===== src/flag_offset_regs.vh =====
// constants for the flag-offset parallel load and readback block
`ifndef FLAG_OFFSET_REGS_VH
`define FLAG_OFFSET_REGS_VH
// offset register widths: narrow base plus depth option, one more in 9-to-9
`define OFS_MAX_W 17
`define OFS_BASE_W 5'h0_00D
// reset value of both offsets until software loads them
`define EMPTY_OFS_RST 17'h0_007F
`define FULL_OFS_RST 17'h0_007F
// word pointer layout
`define PTR_W 3
`define PTR_RST 3'h0
// bit fields on a 9-bit lane: low byte, next byte, single top bit
`define LANE_BYTE_W 8
`define TOP_BIT 16
// fields on an 18-bit port with interspersed parity
`define HI_BYTE_LSB 9
`define HI_BYTE_MSB 16
// deepest depth option
`define DEPTH_DEEPEST 2'h3
`define PORT_W 18
`define COUNT_W 18
`endif


===== src/flag_offset_port.v =====
// parallel load and readback of the empty and full flag offsets
`timescale 1ns/1ns
`include "flag_offset_regs.vh"
// Overview of operation
// RULE1 - load next offset word per write edge
// RULE2 - drive next offset word per read edge
// RULE3 - readback allowed whatever load method latched
// RULE4 - fall-through count includes output register word
// RULE5 - 9-to-9 offsets are 14 to 17 bits
// RULE6 - other widths offsets are 13 to 16
// RULE7 - bits above offset width are ignored
// RULE8 - 9-bit first word: empty bits 1-8
// RULE9 - 9-bit second word: empty bits 9-16
// RULE10 - deepest 9-to-9: third word carries bit 17
// RULE11 - six-word case: full offset same placement
// RULE12 - two-word case: words three, four full
// RULE13 - 9-in 18-out deepest load takes four
// RULE14 - 18-in 9-out deepest readback takes four
// RULE15 - deepest 9-to-9 takes six transfers
// RULE16 - 18-bit port: one word per offset
// RULE17 - pointer wraps after last offset word
// RULE18 - separate pointers, cleared by master reset
module flag_offset_port
(
  input wire clk, // system clock, 10 MHz
  input wire arst_n, // asynchronous reset, active low
  input wire master_reset_n, // master reset pin, latches the mode
  input wire input_width_select, // 1 = 18-bit write port, latched at master reset
  input wire output_width_select, // 1 = 18-bit read port, latched at master reset
  input wire [1:0] depth_select, // depth option, 0 smallest, latched at master reset
  input wire parity_intersperse, // 1 = interspersed parity, latched at master reset
  input wire fall_through_mode, // 1 = first-word fall-through, latched at master reset
  input wire load_method_select, // offset load method, latched, read back only
  input wire write_clk, // write clock pin, sampled
  input wire read_clk, // read clock pin, sampled
  input wire offset_load_select_n, // low selects offset registers
  input wire write_en_n, // write enable, active low
  input wire read_en_n, // read enable, active low
  input wire [17:0] data_in, // input data port
  input wire [17:0] mem_word_count, // words held in the memory array
  input wire out_reg_full, // output register holds a word
  output reg [17:0] data_out, // offset readback word
  output reg [16:0] empty_threshold_offset, // empty offset register
  output reg [16:0] full_threshold_offset, // full offset register
  output reg [17:0] flag_word_count, // word count for flag decisions
  output reg load_method_latched // load method caught at master reset
);
  // pin synchronisers: stage one is read only by stage two
  reg [22:0] sync1_ff;
  reg [22:0] sync2_ff;
  reg [6:0] strap_sync1_ff;
  reg [6:0] strap_sync2_ff;
  reg mrs_n_sync1_ff;
  reg mrs_n_sync2_ff;

  // previous clock-pin levels, for rising-edge detection
  reg wclk_prev_ff;
  reg rclk_prev_ff;

  // mode caught while master reset is low
  reg x18_in_ff;
  reg x18_out_ff;
  reg [1:0] depth_ff;
  reg parity_ff;
  reg fall_through_mode_ff;

  // word pointers, one per side so a readback never disturbs a load
  // values below words-per-offset walk the empty offset,
  // the rest of the count walks the full offset, then back to 0
  reg [2:0] wptr_ff;
  reg [2:0] rptr_ff;

  // decoded width, pointer end points and the part each pointer addresses
  reg [4:0] ofs_width;
  reg [16:0] ofs_mask;
  reg [2:0] wlast;
  reg [2:0] rlast;
  reg wfull;
  reg rfull;
  reg [1:0] wpart;
  reg [1:0] rpart;

  // load merge and readback placement
  reg [16:0] wnew;
  reg [16:0] wsel;
  reg [16:0] rsel;
  reg [17:0] rword;

  // synchronised pin views
  wire s_wclk;
  wire s_rclk;
  wire s_ld_n;
  wire s_wen_n;
  wire s_ren_n;
  wire [17:0] s_din;
  wire wedge;
  wire redge;

  // mode decode and the two access strobes
  wire nine_nine;
  wire [1:0] wpo_in;
  wire [1:0] wpo_out;
  wire offset_write;
  wire offset_read;

  // strap pins through two flops like any other pin; they settle long
  // before master reset ends, so the added delay costs nothing
  always @(posedge clk or negedge arst_n)
  begin
    if (!arst_n)
    begin
      strap_sync1_ff <= 7'h00;
      strap_sync2_ff <= 7'h00;
    end
    else
    begin
      strap_sync1_ff <= {input_width_select, output_width_select, depth_select,
        parity_intersperse, fall_through_mode, load_method_select};
      strap_sync2_ff <= strap_sync1_ff;
    end
  end

  always @(posedge clk or negedge arst_n)
  begin
    if (!arst_n)
    begin
      sync1_ff <= 23'h00_0000;
      sync2_ff <= 23'h00_0000;
      wclk_prev_ff <= 1'b0;
      rclk_prev_ff <= 1'b0;
      mrs_n_sync1_ff <= 1'b0;
      mrs_n_sync2_ff <= 1'b0;
    end
    else
    begin
      sync1_ff <= {write_clk, read_clk, offset_load_select_n, write_en_n, read_en_n, data_in};
      sync2_ff <= sync1_ff;
      wclk_prev_ff <= sync2_ff[22];
      rclk_prev_ff <= sync2_ff[21];
      mrs_n_sync1_ff <= master_reset_n;
      mrs_n_sync2_ff <= mrs_n_sync1_ff;
    end
  end

  assign s_wclk = sync2_ff[22];
  assign s_rclk = sync2_ff[21];
  assign s_ld_n = sync2_ff[20];
  assign s_wen_n = sync2_ff[19];
  assign s_ren_n = sync2_ff[18];
  assign s_din = sync2_ff[17:0];
  assign wedge = s_wclk & ~wclk_prev_ff;
  assign redge = s_rclk & ~rclk_prev_ff;
  assign offset_write = wedge & ~s_ld_n & ~s_wen_n & s_ren_n; // see RULE1
  assign offset_read = redge & ~s_ld_n & ~s_ren_n & s_wen_n; // see RULE2 see RULE3
  assign nine_nine = ~x18_in_ff & ~x18_out_ff;
  // words per offset on each port: 1 on 18-bit, 2 on 9-bit, 3 if deepest 9-to-9
  // resulting walks, empty words first, full words after:
  //   18-bit port: two words in all
  //   9-bit port, offset up to 16 bits: low byte, high byte, four in all
  //   both ports narrow and deepest: three words each, six in all
  // only the deepest 9-to-9 mode has a 17th bit, so only it needs a third word
  // a narrow port beside a wide one keeps four words even when deepest
  assign wpo_in = x18_in_ff ? 2'h1 : ((nine_nine && depth_ff == `DEPTH_DEEPEST) ? 2'h3 : 2'h2);
  assign wpo_out = x18_out_ff ? 2'h1 : ((nine_nine && depth_ff == `DEPTH_DEEPEST) ? 2'h3 : 2'h2);

  // mode straps: held in while master reset is low, from the strap flops
  always @(posedge clk or negedge arst_n)
  begin
    if (!arst_n)
    begin
      x18_in_ff <= 1'b0;
      x18_out_ff <= 1'b0;
      depth_ff <= 2'h0;
      parity_ff <= 1'b0;
      fall_through_mode_ff <= 1'b0;
      load_method_latched <= 1'b0;
    end
    else if (!mrs_n_sync2_ff)
    begin
      x18_in_ff <= strap_sync2_ff[6];
      x18_out_ff <= strap_sync2_ff[5];
      depth_ff <= strap_sync2_ff[4:3];
      parity_ff <= strap_sync2_ff[2];
      fall_through_mode_ff <= strap_sync2_ff[1];
      load_method_latched <= strap_sync2_ff[0]; // see RULE3
    end
  end

  // offset width and mask of meaningful bits
  always @*
  begin
    ofs_width = `OFS_BASE_W + {3'h0, depth_ff} + {4'h0, nine_nine}; // see RULE5 see RULE6
    ofs_mask = ~(17'h1_FFFF << ofs_width); // see RULE7
    wlast = {1'b0, wpo_in} + {1'b0, wpo_in} - 3'h1; // see RULE13 see RULE15 see RULE16
    rlast = {1'b0, wpo_out} + {1'b0, wpo_out} - 3'h1; // see RULE14 see RULE15
    wfull = (wptr_ff >= {1'b0, wpo_in});
    rfull = (rptr_ff >= {1'b0, wpo_out});
    wpart = wfull ? (wptr_ff[1:0] - wpo_in) : wptr_ff[1:0];
    rpart = rfull ? (rptr_ff[1:0] - wpo_out) : rptr_ff[1:0];
  end

  // load: merge incoming word into the addressed offset
  // untouched parts keep their old value, so a cut load sequence
  // leaves the rest of the offset as it was
  always @*
  begin
    wsel = wfull ? full_threshold_offset : empty_threshold_offset;
    wnew = wsel;
    if (x18_in_ff)
    begin
      if (parity_ff)
        wnew[15:0] = {s_din[`HI_BYTE_MSB:`HI_BYTE_LSB], s_din[7:0]}; // see RULE16
      else
        wnew[15:0] = s_din[15:0]; // see RULE16
    end
    else if (wpart == 2'h0)
      wnew[7:0] = s_din[7:0]; // see RULE8 see RULE12
    else if (wpart == 2'h1)
      wnew[15:8] = s_din[7:0]; // see RULE9 see RULE12
    else
      wnew[`TOP_BIT] = s_din[0]; // see RULE10 see RULE11
    wnew = wnew & ofs_mask; // see RULE7
  end

  // readback: place the addressed offset on the lanes
  // unused lanes read as zero rather than leftover data
  always @*
  begin
    rsel = rfull ? full_threshold_offset : empty_threshold_offset;
    rword = 18'h0_0000;
    if (x18_out_ff)
    begin
      if (parity_ff)
        rword = {1'b0, rsel[15:8], 1'b0, rsel[7:0]}; // see RULE16
      else
        rword = {2'h0, rsel[15:0]}; // see RULE16
    end
    else if (rpart == 2'h0)
      rword = {10'h000, rsel[7:0]}; // see RULE8 see RULE11
    else if (rpart == 2'h1)
      rword = {10'h000, rsel[15:8]}; // see RULE9 see RULE11
    else
      rword = {17'h0_0000, rsel[`TOP_BIT]}; // see RULE10 see RULE11
  end

  // offsets and load pointer; master reset restores defaults
  // refused pin combinations simply leave everything as it stands
  always @(posedge clk or negedge arst_n)
  begin
    if (!arst_n)
    begin
      empty_threshold_offset <= `EMPTY_OFS_RST;
      full_threshold_offset <= `FULL_OFS_RST;
      wptr_ff <= `PTR_RST;
    end
    else if (!mrs_n_sync2_ff)
    begin
      empty_threshold_offset <= `EMPTY_OFS_RST;
      full_threshold_offset <= `FULL_OFS_RST;
      wptr_ff <= `PTR_RST; // see RULE18
    end
    else if (offset_write)
    begin
      if (wfull)
        full_threshold_offset <= wnew;
      else
        empty_threshold_offset <= wnew;
      wptr_ff <= (wptr_ff == wlast) ? `PTR_RST : wptr_ff + 3'h1; // see RULE17
    end
  end

  // readback pointer runs apart from the load pointer
  always @(posedge clk or negedge arst_n)
  begin
    if (!arst_n)
    begin
      rptr_ff <= `PTR_RST;
      data_out <= 18'h0_0000;
    end
    else if (!mrs_n_sync2_ff)
    begin
      rptr_ff <= `PTR_RST; // see RULE18
      data_out <= 18'h0_0000;
    end
    else if (offset_read)
    begin
      data_out <= rword; // see RULE2
      rptr_ff <= (rptr_ff == rlast) ? `PTR_RST : rptr_ff + 3'h1; // see RULE17
    end
  end

  // flag count: fall-through adds the word parked in the output register
  // registered, so the count trails its inputs by one clock
  always @(posedge clk or negedge arst_n)
  begin
    if (!arst_n)
      flag_word_count <= 18'h0_0000;
    else
      flag_word_count <= mem_word_count + {17'h0_0000, fall_through_mode_ff & out_reg_full}; // see RULE4
  end
endmodule


===== config.mk =====
export PLATFORM = sky130hd
export DESIGN_NAME = flag_offset_port
export DESIGN_NICKNAME = d
export VERILOG_FILES = /design/src/flag_offset_port.v
export VERILOG_INCLUDE_DIRS = /design/src
export SDC_FILE = /design/constraint.sdc
export NUM_CORES = 1
export LEC_CHECK = 0
export BUFFER_PORTS_ARGS = -buffer_cell sky130_fd_sc_hd__buf_2
export CAP_MARGIN = 25
export CORE_MARGIN = 10
export CORE_UTILIZATION = 59
export DETAILED_ROUTE_END_ITERATION = 8
export PLACE_DENSITY = 0.86
export SYNTH_ARGS = -nofsm -noshare
export SYNTH_HDL_FRONTEND = slang
export SYNTH_SLANG_ARGS = --single-unit

===== constraint.sdc =====
create_clock -name clk -period 5 [get_ports clk]
set_input_delay 0.25 -clock clk [delete_from_list [all_inputs] [get_ports clk]]
set_output_delay 0.25 -clock clk [all_outputs]
set_load 0.005 [all_outputs]

* Yosys cells after proc, flatten, opt, wreduce, memory -nomap -nowiden
Index checks and enable logic that the tools add are counted.
Cells by class: reduce and logical (&&, ||, !) cells 5, multiplexer cells 32, shift-type cells 1, eq/ne operators 9, add/subtract/negate cells 11, order comparisons 2, bitwise gates (word level) 19
Operators with widths (count):
- two-way mux 17 bit | 9
- two-way mux 18 bit | 4
- two-way mux 16 bit | 2
- two-way mux 8 bit | 3
- adder 18 x 1 -> 18 bit | 1
- two-way mux 3 bit | 6
- AND 17 bit | 1
- inverter 17 bit | 1
- left shift 17 x 5 -> 17 bit (first input constant) | 1
- AND 1 bit | 10
- two-way mux 9 bit | 1
- two-way mux 2 bit | 4
- inverter 1 bit | 7
- adder 2 x 2 -> 3 bit | 2
- adder 3 x 1 -> 3 bit (second input constant) | 2
- equality test 3 bit | 2
- greater-or-equal comparator 3 x 2 -> 1 bit | 2
- != test 2 x 1 -> 1 bit (second input constant) | 3
- subtractor 3 x 1 -> 3 bit (second input constant) | 2
- adder 4 x 2 -> 5 bit (first input constant) | 1
- adder 5 x 1 -> 5 bit | 1
- equality test 2 x 1 -> 1 bit (second input constant) | 2
- logical NOT 2 bit | 2
- AND reduction 2 bit | 2
- 5 further kinds | 8
Word-level totals: input port bits 52, output and inout bits 71, logic and storage cells 99, register bits after elaboration 147

* Depth between registers and ports, before layout
depth after elaboration 15, depth in mapped cells 10, depth with buffers taken out 8

* Worst setup path before layout
OpenSTA, ideal clock, no wires.
kind flip-flop to flip-flop, start point register x18_out_ff, end point register empty_threshold_offset[14], path buffers 2, data required time 4.880 ns, setup time 0.120 ns, cell stages (with the launch flop) 11, setup slack 2.495 ns, data arrival time 2.386 ns, period minus slack after synthesis 2.505 ns, path through dfrtp_1 clkbuf_1 nand3b_1 nand2_1 ha_1 nand2b_1 a2111oi_4 nor2b_1 buf_2 and2_0 a31o_1
On the way: longest elaborated chain between the ends 15
RTL lines:
- start: declaration | line flag_offset_port.v:62 | reg x18_out_ff;
- start signal: assignment | line flag_offset_port.v:181 | x18_out_ff <= strap_sync2_ff[5];
- inverter 1 bit * | line flag_offset_port.v:155 | assign nine_nine = ~x18_in_ff & ~x18_out_ff;
- AND 1 bit * | line flag_offset_port.v:155
- logical AND 1 bit (no line)
- two-way mux 1 bit | line flag_offset_port.v:163 | assign wpo_in = x18_in_ff ? 2'h1 : ((nine_nine && depth_ff == `DEPTH_DEEPEST) ? 2'h3 : 2'h2);
- two-way mux 2 bit | line flag_offset_port.v:163
- greater-or-equal comparator 3 x 2 -> 1 bit / subtractor 2 bit (equally long branches) | line flag_offset_port.v:196, flag_offset_port.v:198
- two-way mux 2 bit | line flag_offset_port.v:198 | wpart = wfull ? (wptr_ff[1:0] - wpo_in) : wptr_ff[1:0];
- equality test 2 x 1 -> 1 bit | line flag_offset_port.v:218 | else if (wpart == 2'h1)
- two-way mux 8 bit | line flag_offset_port.v:218
- two-way mux 9 bit | line flag_offset_port.v:216 | else if (wpart == 2'h0)
- two-way mux 16 bit | line flag_offset_port.v:209 | if (x18_in_ff)
- AND 17 bit | line flag_offset_port.v:222 | wnew = wnew & ofs_mask;
- two-way mux 17 bit | line flag_offset_port.v:264 | if (wfull)
- two-way mux 17 bit | line flag_offset_port.v:262 | else if (offset_write)
- two-way mux 17 bit | line flag_offset_port.v:256 | else if (!mrs_n_sync2_ff)
- end signal: assignment | line flag_offset_port.v:252 | empty_threshold_offset <= `EMPTY_OFS_RST;
- end signal: assignment | line flag_offset_port.v:258 | empty_threshold_offset <= `EMPTY_OFS_RST;
- end signal: assignment | line flag_offset_port.v:267 | empty_threshold_offset <= wnew;
- end: declaration | line flag_offset_port.v:43 | output reg [16:0] empty_threshold_offset,
Every way passes the cells marked *; elsewhere a longest branch is shown, timed or not. The select of a mux whose other input is x is not followed. A chain may end at the register's enable or synchronous reset.

* Worst setup path after layout
start point register x18_in_ff, end point register data_out[5]
On the way: longest elaborated chain between the ends 13
RTL lines:
- start: declaration | line flag_offset_port.v:61 | reg x18_in_ff;
- start signal: assignment | line flag_offset_port.v:180 | x18_in_ff <= strap_sync2_ff[6];
- inverter 1 bit * | line flag_offset_port.v:155
- AND 1 bit * | line flag_offset_port.v:155
- logical AND 1 bit (no line) *
- two-way mux 1 bit * | line flag_offset_port.v:164 | assign wpo_out = x18_out_ff ? 2'h1 : ((nine_nine && depth_ff == `DEPTH_DEEPEST) ? 2'h3 : 2'h2);
- two-way mux 2 bit * | line flag_offset_port.v:164
- greater-or-equal comparator 3 x 2 -> 1 bit / subtractor 2 bit (equally long branches) | line flag_offset_port.v:197, flag_offset_port.v:199
- two-way mux 2 bit | line flag_offset_port.v:199 | rpart = rfull ? (rptr_ff[1:0] - wpo_out) : rptr_ff[1:0];
- equality test 2 x 1 -> 1 bit | line flag_offset_port.v:240 | else if (rpart == 2'h1)
- two-way mux 8 bit | line flag_offset_port.v:240
- two-way mux 18 bit | line flag_offset_port.v:238 | else if (rpart == 2'h0)
- two-way mux 18 bit * | line flag_offset_port.v:231 | if (x18_out_ff)
- two-way mux 18 bit * | line flag_offset_port.v:285 | else if (offset_read)
- two-way mux 18 bit * | line flag_offset_port.v:280 | else if (!mrs_n_sync2_ff)
- end signal: assignment | line flag_offset_port.v:287 | data_out <= rword;
- end: declaration | line flag_offset_port.v:42 | output reg [17:0] data_out,
Marked as above.

==> results.txt <==
- Internal power comes to 2.148 mW.
* Number of rows created at floorplan: 37
- The die is 123.4 µm tall.
- Relative contribution of combinational cells to total power: 11.0%
- Total CTS buffers: 17
- The Yosys step of the flow raised 0 warnings.
- In the final timing run, aggregate negative setup slack is 0 ns.
- Initial antenna violation count: 0
- The number of different library cells used by synthesis comes to 62.
- Compared with the post-synthesis result, the final layout area differs by 28.10%.
- After clock tree synthesis, the repair step resized 0 gates.
* Top area cells in the synthesized netlist: sky130_fd_sc_hd__dfrtp_1, sky130_fd_sc_hd__mux2i_1, sky130_fd_sc_hd__dfstp_2, sky130_fd_sc_hd__nor2b_1, sky130_fd_sc_hd__mux2_2
- Combined buffer and inverter count along the critical path: 0
* Area share of the leading cell type in the synthesized netlist: 51.60%
* Max-cap violation count: 0
- The clock drives 144 sinks.
* Hold buffer count at cts: 49
- The tightest min-delay check is of the in2reg type.
- Routability-driven placement finished with a final weighted congestion of 0.8828.
* Clock tree from TritonCTS: yes
* Delay of the slowest cell on the worst path: 0.78 ns
- The later pin in the worst-skew pair is clocked with a latency of 0.53 ns.
- Synthesized area: 0.006305 mm²
- The number of pins with negative max-slew slack in the final report came to 0.
- Detailed placement HPWL: 10460 µm
- The average instance in the mapped netlist occupies 12.39 µm².
- Iter 0 DRT Violations: 400
* H-tree Lvls: 4
- Worst setup SP type: flop
- For this run, the detailed router's first-pass iteration total came to 5.
- Summed over all layers, the global routing overflow is 0.
* Family with the most delay on the worst path: compound AO/OA/AOI/OAI gates
- The synthesized design contains 144 register bits.
* Number of global-route vias before repair: 5178
* Area inside the core boundary: 0.01037 mm²
- The die covers 0.01522 mm².
- Fraction of synthesized area in multiplexers: 11.23%
- Largest family of logic cells by synthesized area: simple AND/OR/NAND/NOR gates
- After detailed routing, the number of remaining DRC violations is 0.
- Worst clock skew: 0.01387 ns
* First-pass GRT wire length: 26990 µm
- Nets: 740
- Portion of total power attributed to the clock network: 45.3%
* Number of routed nets with antenna violations: 0
- The synthesized netlist devotes 10.24% of its cell area to compound gates.
- Fraction of layout instances using a drive strength above 1: 30.48%
* Unrepaired setup endpoints after global routing: false
* Number of setup violations in the final report: 0
- The routed layout has 4730 vias.
- Top cell by count, worst path: sky130_fd_sc_hd__nand2b_1
- Boundary Pins: 123
- After detailed routing, the total wire length is 16990 µm.
* Relative slew slack: 34.42%
- Arrival time at the worst endpoint: 3.77 ns
- The cell sitting at the root of the clock tree is a sky130_fd_sc_hd__clkbuf_8.
* Cell accounting for the most synthesized area: sky130_fd_sc_hd__dfrtp_1
- Sw Share: 24.49%
- The cell count after synthesis came out at 509.
- Port Buf Inserts: 120
* Arithmetic-cell share of the synthesized area counting full adders, half adders and majority gates: 2.183%
* Proportion of synthesized chip area in sequential cells: 57.43%
- Worst IR drop on VDD: 0.2072 mV
- Part of the cycle the worst path needs: 67.56%
- Post-route standard cell area excluding fillers: 0.008077 mm²
* Total net switching power: 0.6968 mW
- When the netlist entered floorplanning its net count stood at 572.
* Critical Path Sink Type: flop
* Least setup slack across all paths after layout: 1.622 ns
- Slew of the pin with the lowest slew margin: 0.9836 ns
- Horiz. Die Dim: 123.4 µm
* Commonest non-fill, non-tap cell in the layout: sky130_fd_sc_hd__dfrtp_1
- The number of antenna diodes in the final layout is 0.
- Part of the total power dissipated in sequential elements: 43.7%
- In this run the deepest clock path goes through 2 buffers.
- Critical path data required time: 5.39 ns
- In this run the worst path has a maximum fanout of 20.
- Power per unit of standard cell area: 352.2 mW/mm²
- In this run the cell area measured after placement is 0.006985 mm².
* Final Critical Period: 3.378 ns
* Synth Flop Type: sky130_fd_sc_hd__dfrtp_1
* Largest net degree at the start of global routing: 98
- In the layout the commonest cells are sky130_fd_sc_hd__dfrtp_1, sky130_fd_sc_hd__buf_2, sky130_fd_sc_hd__dlygate4sd3_1.
* Post-synth EDFFs: 0
- Simple-Gate Fraction of Synth Area: 13.69%
* Initial Util: 60.80%
- Routed length per placed instance: 20.59 µm
- Area share of xor/xnor cells in the synthesized design: 2.500%
- Number of vias per cell after detailed routing: 5.733
- Of all flip-flops after synthesis, the portion carrying an async set or reset was 100.0%.
- Hold Fails Final Rpt: 0
* Worst setup path class: reg2reg
* Total leakage power: 3.737 nW
- Timing would allow up to 296.1 MHz.
- The run finished with clean final reports.
- The signal on the critical path passes through nand3b_1 -> nand2b_1 -> ha_1 -> nand2b_1 -> a21o_1 -> mux2i_1 -> a2bb2oi_1 -> o21ai_0.
* Buffers inserted during post-CTS setup optimization: 0
- Across every metal layer, demand over resource in global routing totals 22.87%.
- Worst setup timing slack at the placement stage: 1.656 ns
* CP max stage cell: sky130_fd_sc_hd__a21o_1
* Clk pin slew, worst setup/hold paths: 0.07 ns
==> cell type report <==
| cell class | count | area (µm²) |
|---|---|---|
| timing repair buffer | 174 | 1135 |
| multi-input combinational | 331 | 2516 |
| fill | 594 | 2293 |
| tap | 136 | 170.2 |
| clock buffer | 20 | 445.4 |
| inverter | 9 | 33.78 |
| clock inverter | 11 | 155.1 |
| sequential | 144 | 3621 |
==> layer usage <==
layer  vias to the layer above  share of wire [%]  track usage [%]
met3                        36                8.7            6.700
met1                      2337                 37            26.10
li1                       2134                  -                -
met2                       223                 52            40.05
met4                         0                2.2            8.079
met5                         -                  0                0
==> worst reg2reg max path, delay by kind of cell, from the launching register on <==
kind	cells	cell delay, ns
AND/OR/NAND/NOR	3	0.50
multiplexers	1	0.57
AO/OA/AOI/OAI	3	1.09
adder cells (fa/ha/maj)	1	0.34
flip-flops	1	0.76
==> through the flow <==
stage	std cells	power (mW)	util (%)	hold WS, ns
3_5_place_dp	745	1.535	67.36	0.3355
3_3_place_gp	744	1.520	67.29	0.3325
2_1_floorplan	509	1.433	-	-0.04559
5_1_grt	825	2.935	77.88	0.07283
4_1_cts	825	2.839	77.88	0.05672
6_report	825	2.845	77.88	0.06935
==> Yosys cell counts, types with 4 or more instances <==
cell type                     n
sky130_fd_sc_hd__inv_1        9
sky130_fd_sc_hd__nand4_1      6
sky130_fd_sc_hd__xor2_1       5
sky130_fd_sc_hd__mux2_4       5
sky130_fd_sc_hd__and2_1       5
sky130_fd_sc_hd__nor3b_1      4
sky130_fd_sc_hd__xnor2_1     13
sky130_fd_sc_hd__mux2i_1     43
sky130_fd_sc_hd__dfrtp_1    130
sky130_fd_sc_hd__mux2_2      15
sky130_fd_sc_hd__nor2b_1     33
sky130_fd_sc_hd__o221ai_1    14
sky130_fd_sc_hd__nor2_1      28
sky130_fd_sc_hd__nand2b_1     8
sky130_fd_sc_hd__a211oi_1     4
sky130_fd_sc_hd__o21ai_2      5
sky130_fd_sc_hd__buf_2        5
sky130_fd_sc_hd__o2bb2ai_2    5
sky130_fd_sc_hd__ha_1        11
sky130_fd_sc_hd__a21boi_0     4
sky130_fd_sc_hd__o31ai_1      4
sky130_fd_sc_hd__dfstp_2     14
sky130_fd_sc_hd__clkbuf_1    12
sky130_fd_sc_hd__nand2_1     44
sky130_fd_sc_hd__o21ai_0      7
sky130_fd_sc_hd__nand3_1     13
sky130_fd_sc_hd__a21o_1       5
==> final timing paths <==
| kind | from | to | slack, ns | cells after the start |
|---|---|---|---|---|
| worst max-delay path | x18_in_ff | data_out[5] | 1.62 | 8 |
| worst min-delay path | out_reg_full | flag_word_count[0] | 0.07 | 3 |
| worst max register to register | x18_in_ff | data_out[5] | 1.62 | 8 |
| worst min register to register | strap_sync1_ff[3] | strap_sync2_ff[3] | 0.35 | 0 |
| max in group asynchronous | arst_n | mrs_n_sync2_ff | 3.47 | 3 |
| min in group asynchronous | arst_n | rptr_ff[1] | 0.38 | 2 |
==> power by group through the flow <==
stage	clock network, mW	logic [mW]	registers [mW]
finish	1.29	0.313	1.24
global route	1.35	0.340	1.25
CTS	1.29	0.305	1.24
detailed placement	0	0.273	1.26
global placement	0	0.261	1.26
floorplan	0	0.185	1.25
==> state kept, by name, indices dropped and copies added (netlist names), 2 cells and up <==
name and cells:
strap_sync2_ff 7, sync1_ff 22, wptr_ff 3, data_out 17
strap_sync1_ff 7, full_threshold_offset 17, flag_word_count 18, empty_threshold_offset 17
sync2_ff 22, rptr_ff 3, depth_ff 2
==> kinds of logic after synthesis <==
family,Yosys count
compound gates,73
xor+xnor,18
fa+ha+maj,11
buf+inv,34
flops,144
mux,66
other cells,1
simple gates,162
Power figures use the tool's default switching activity.
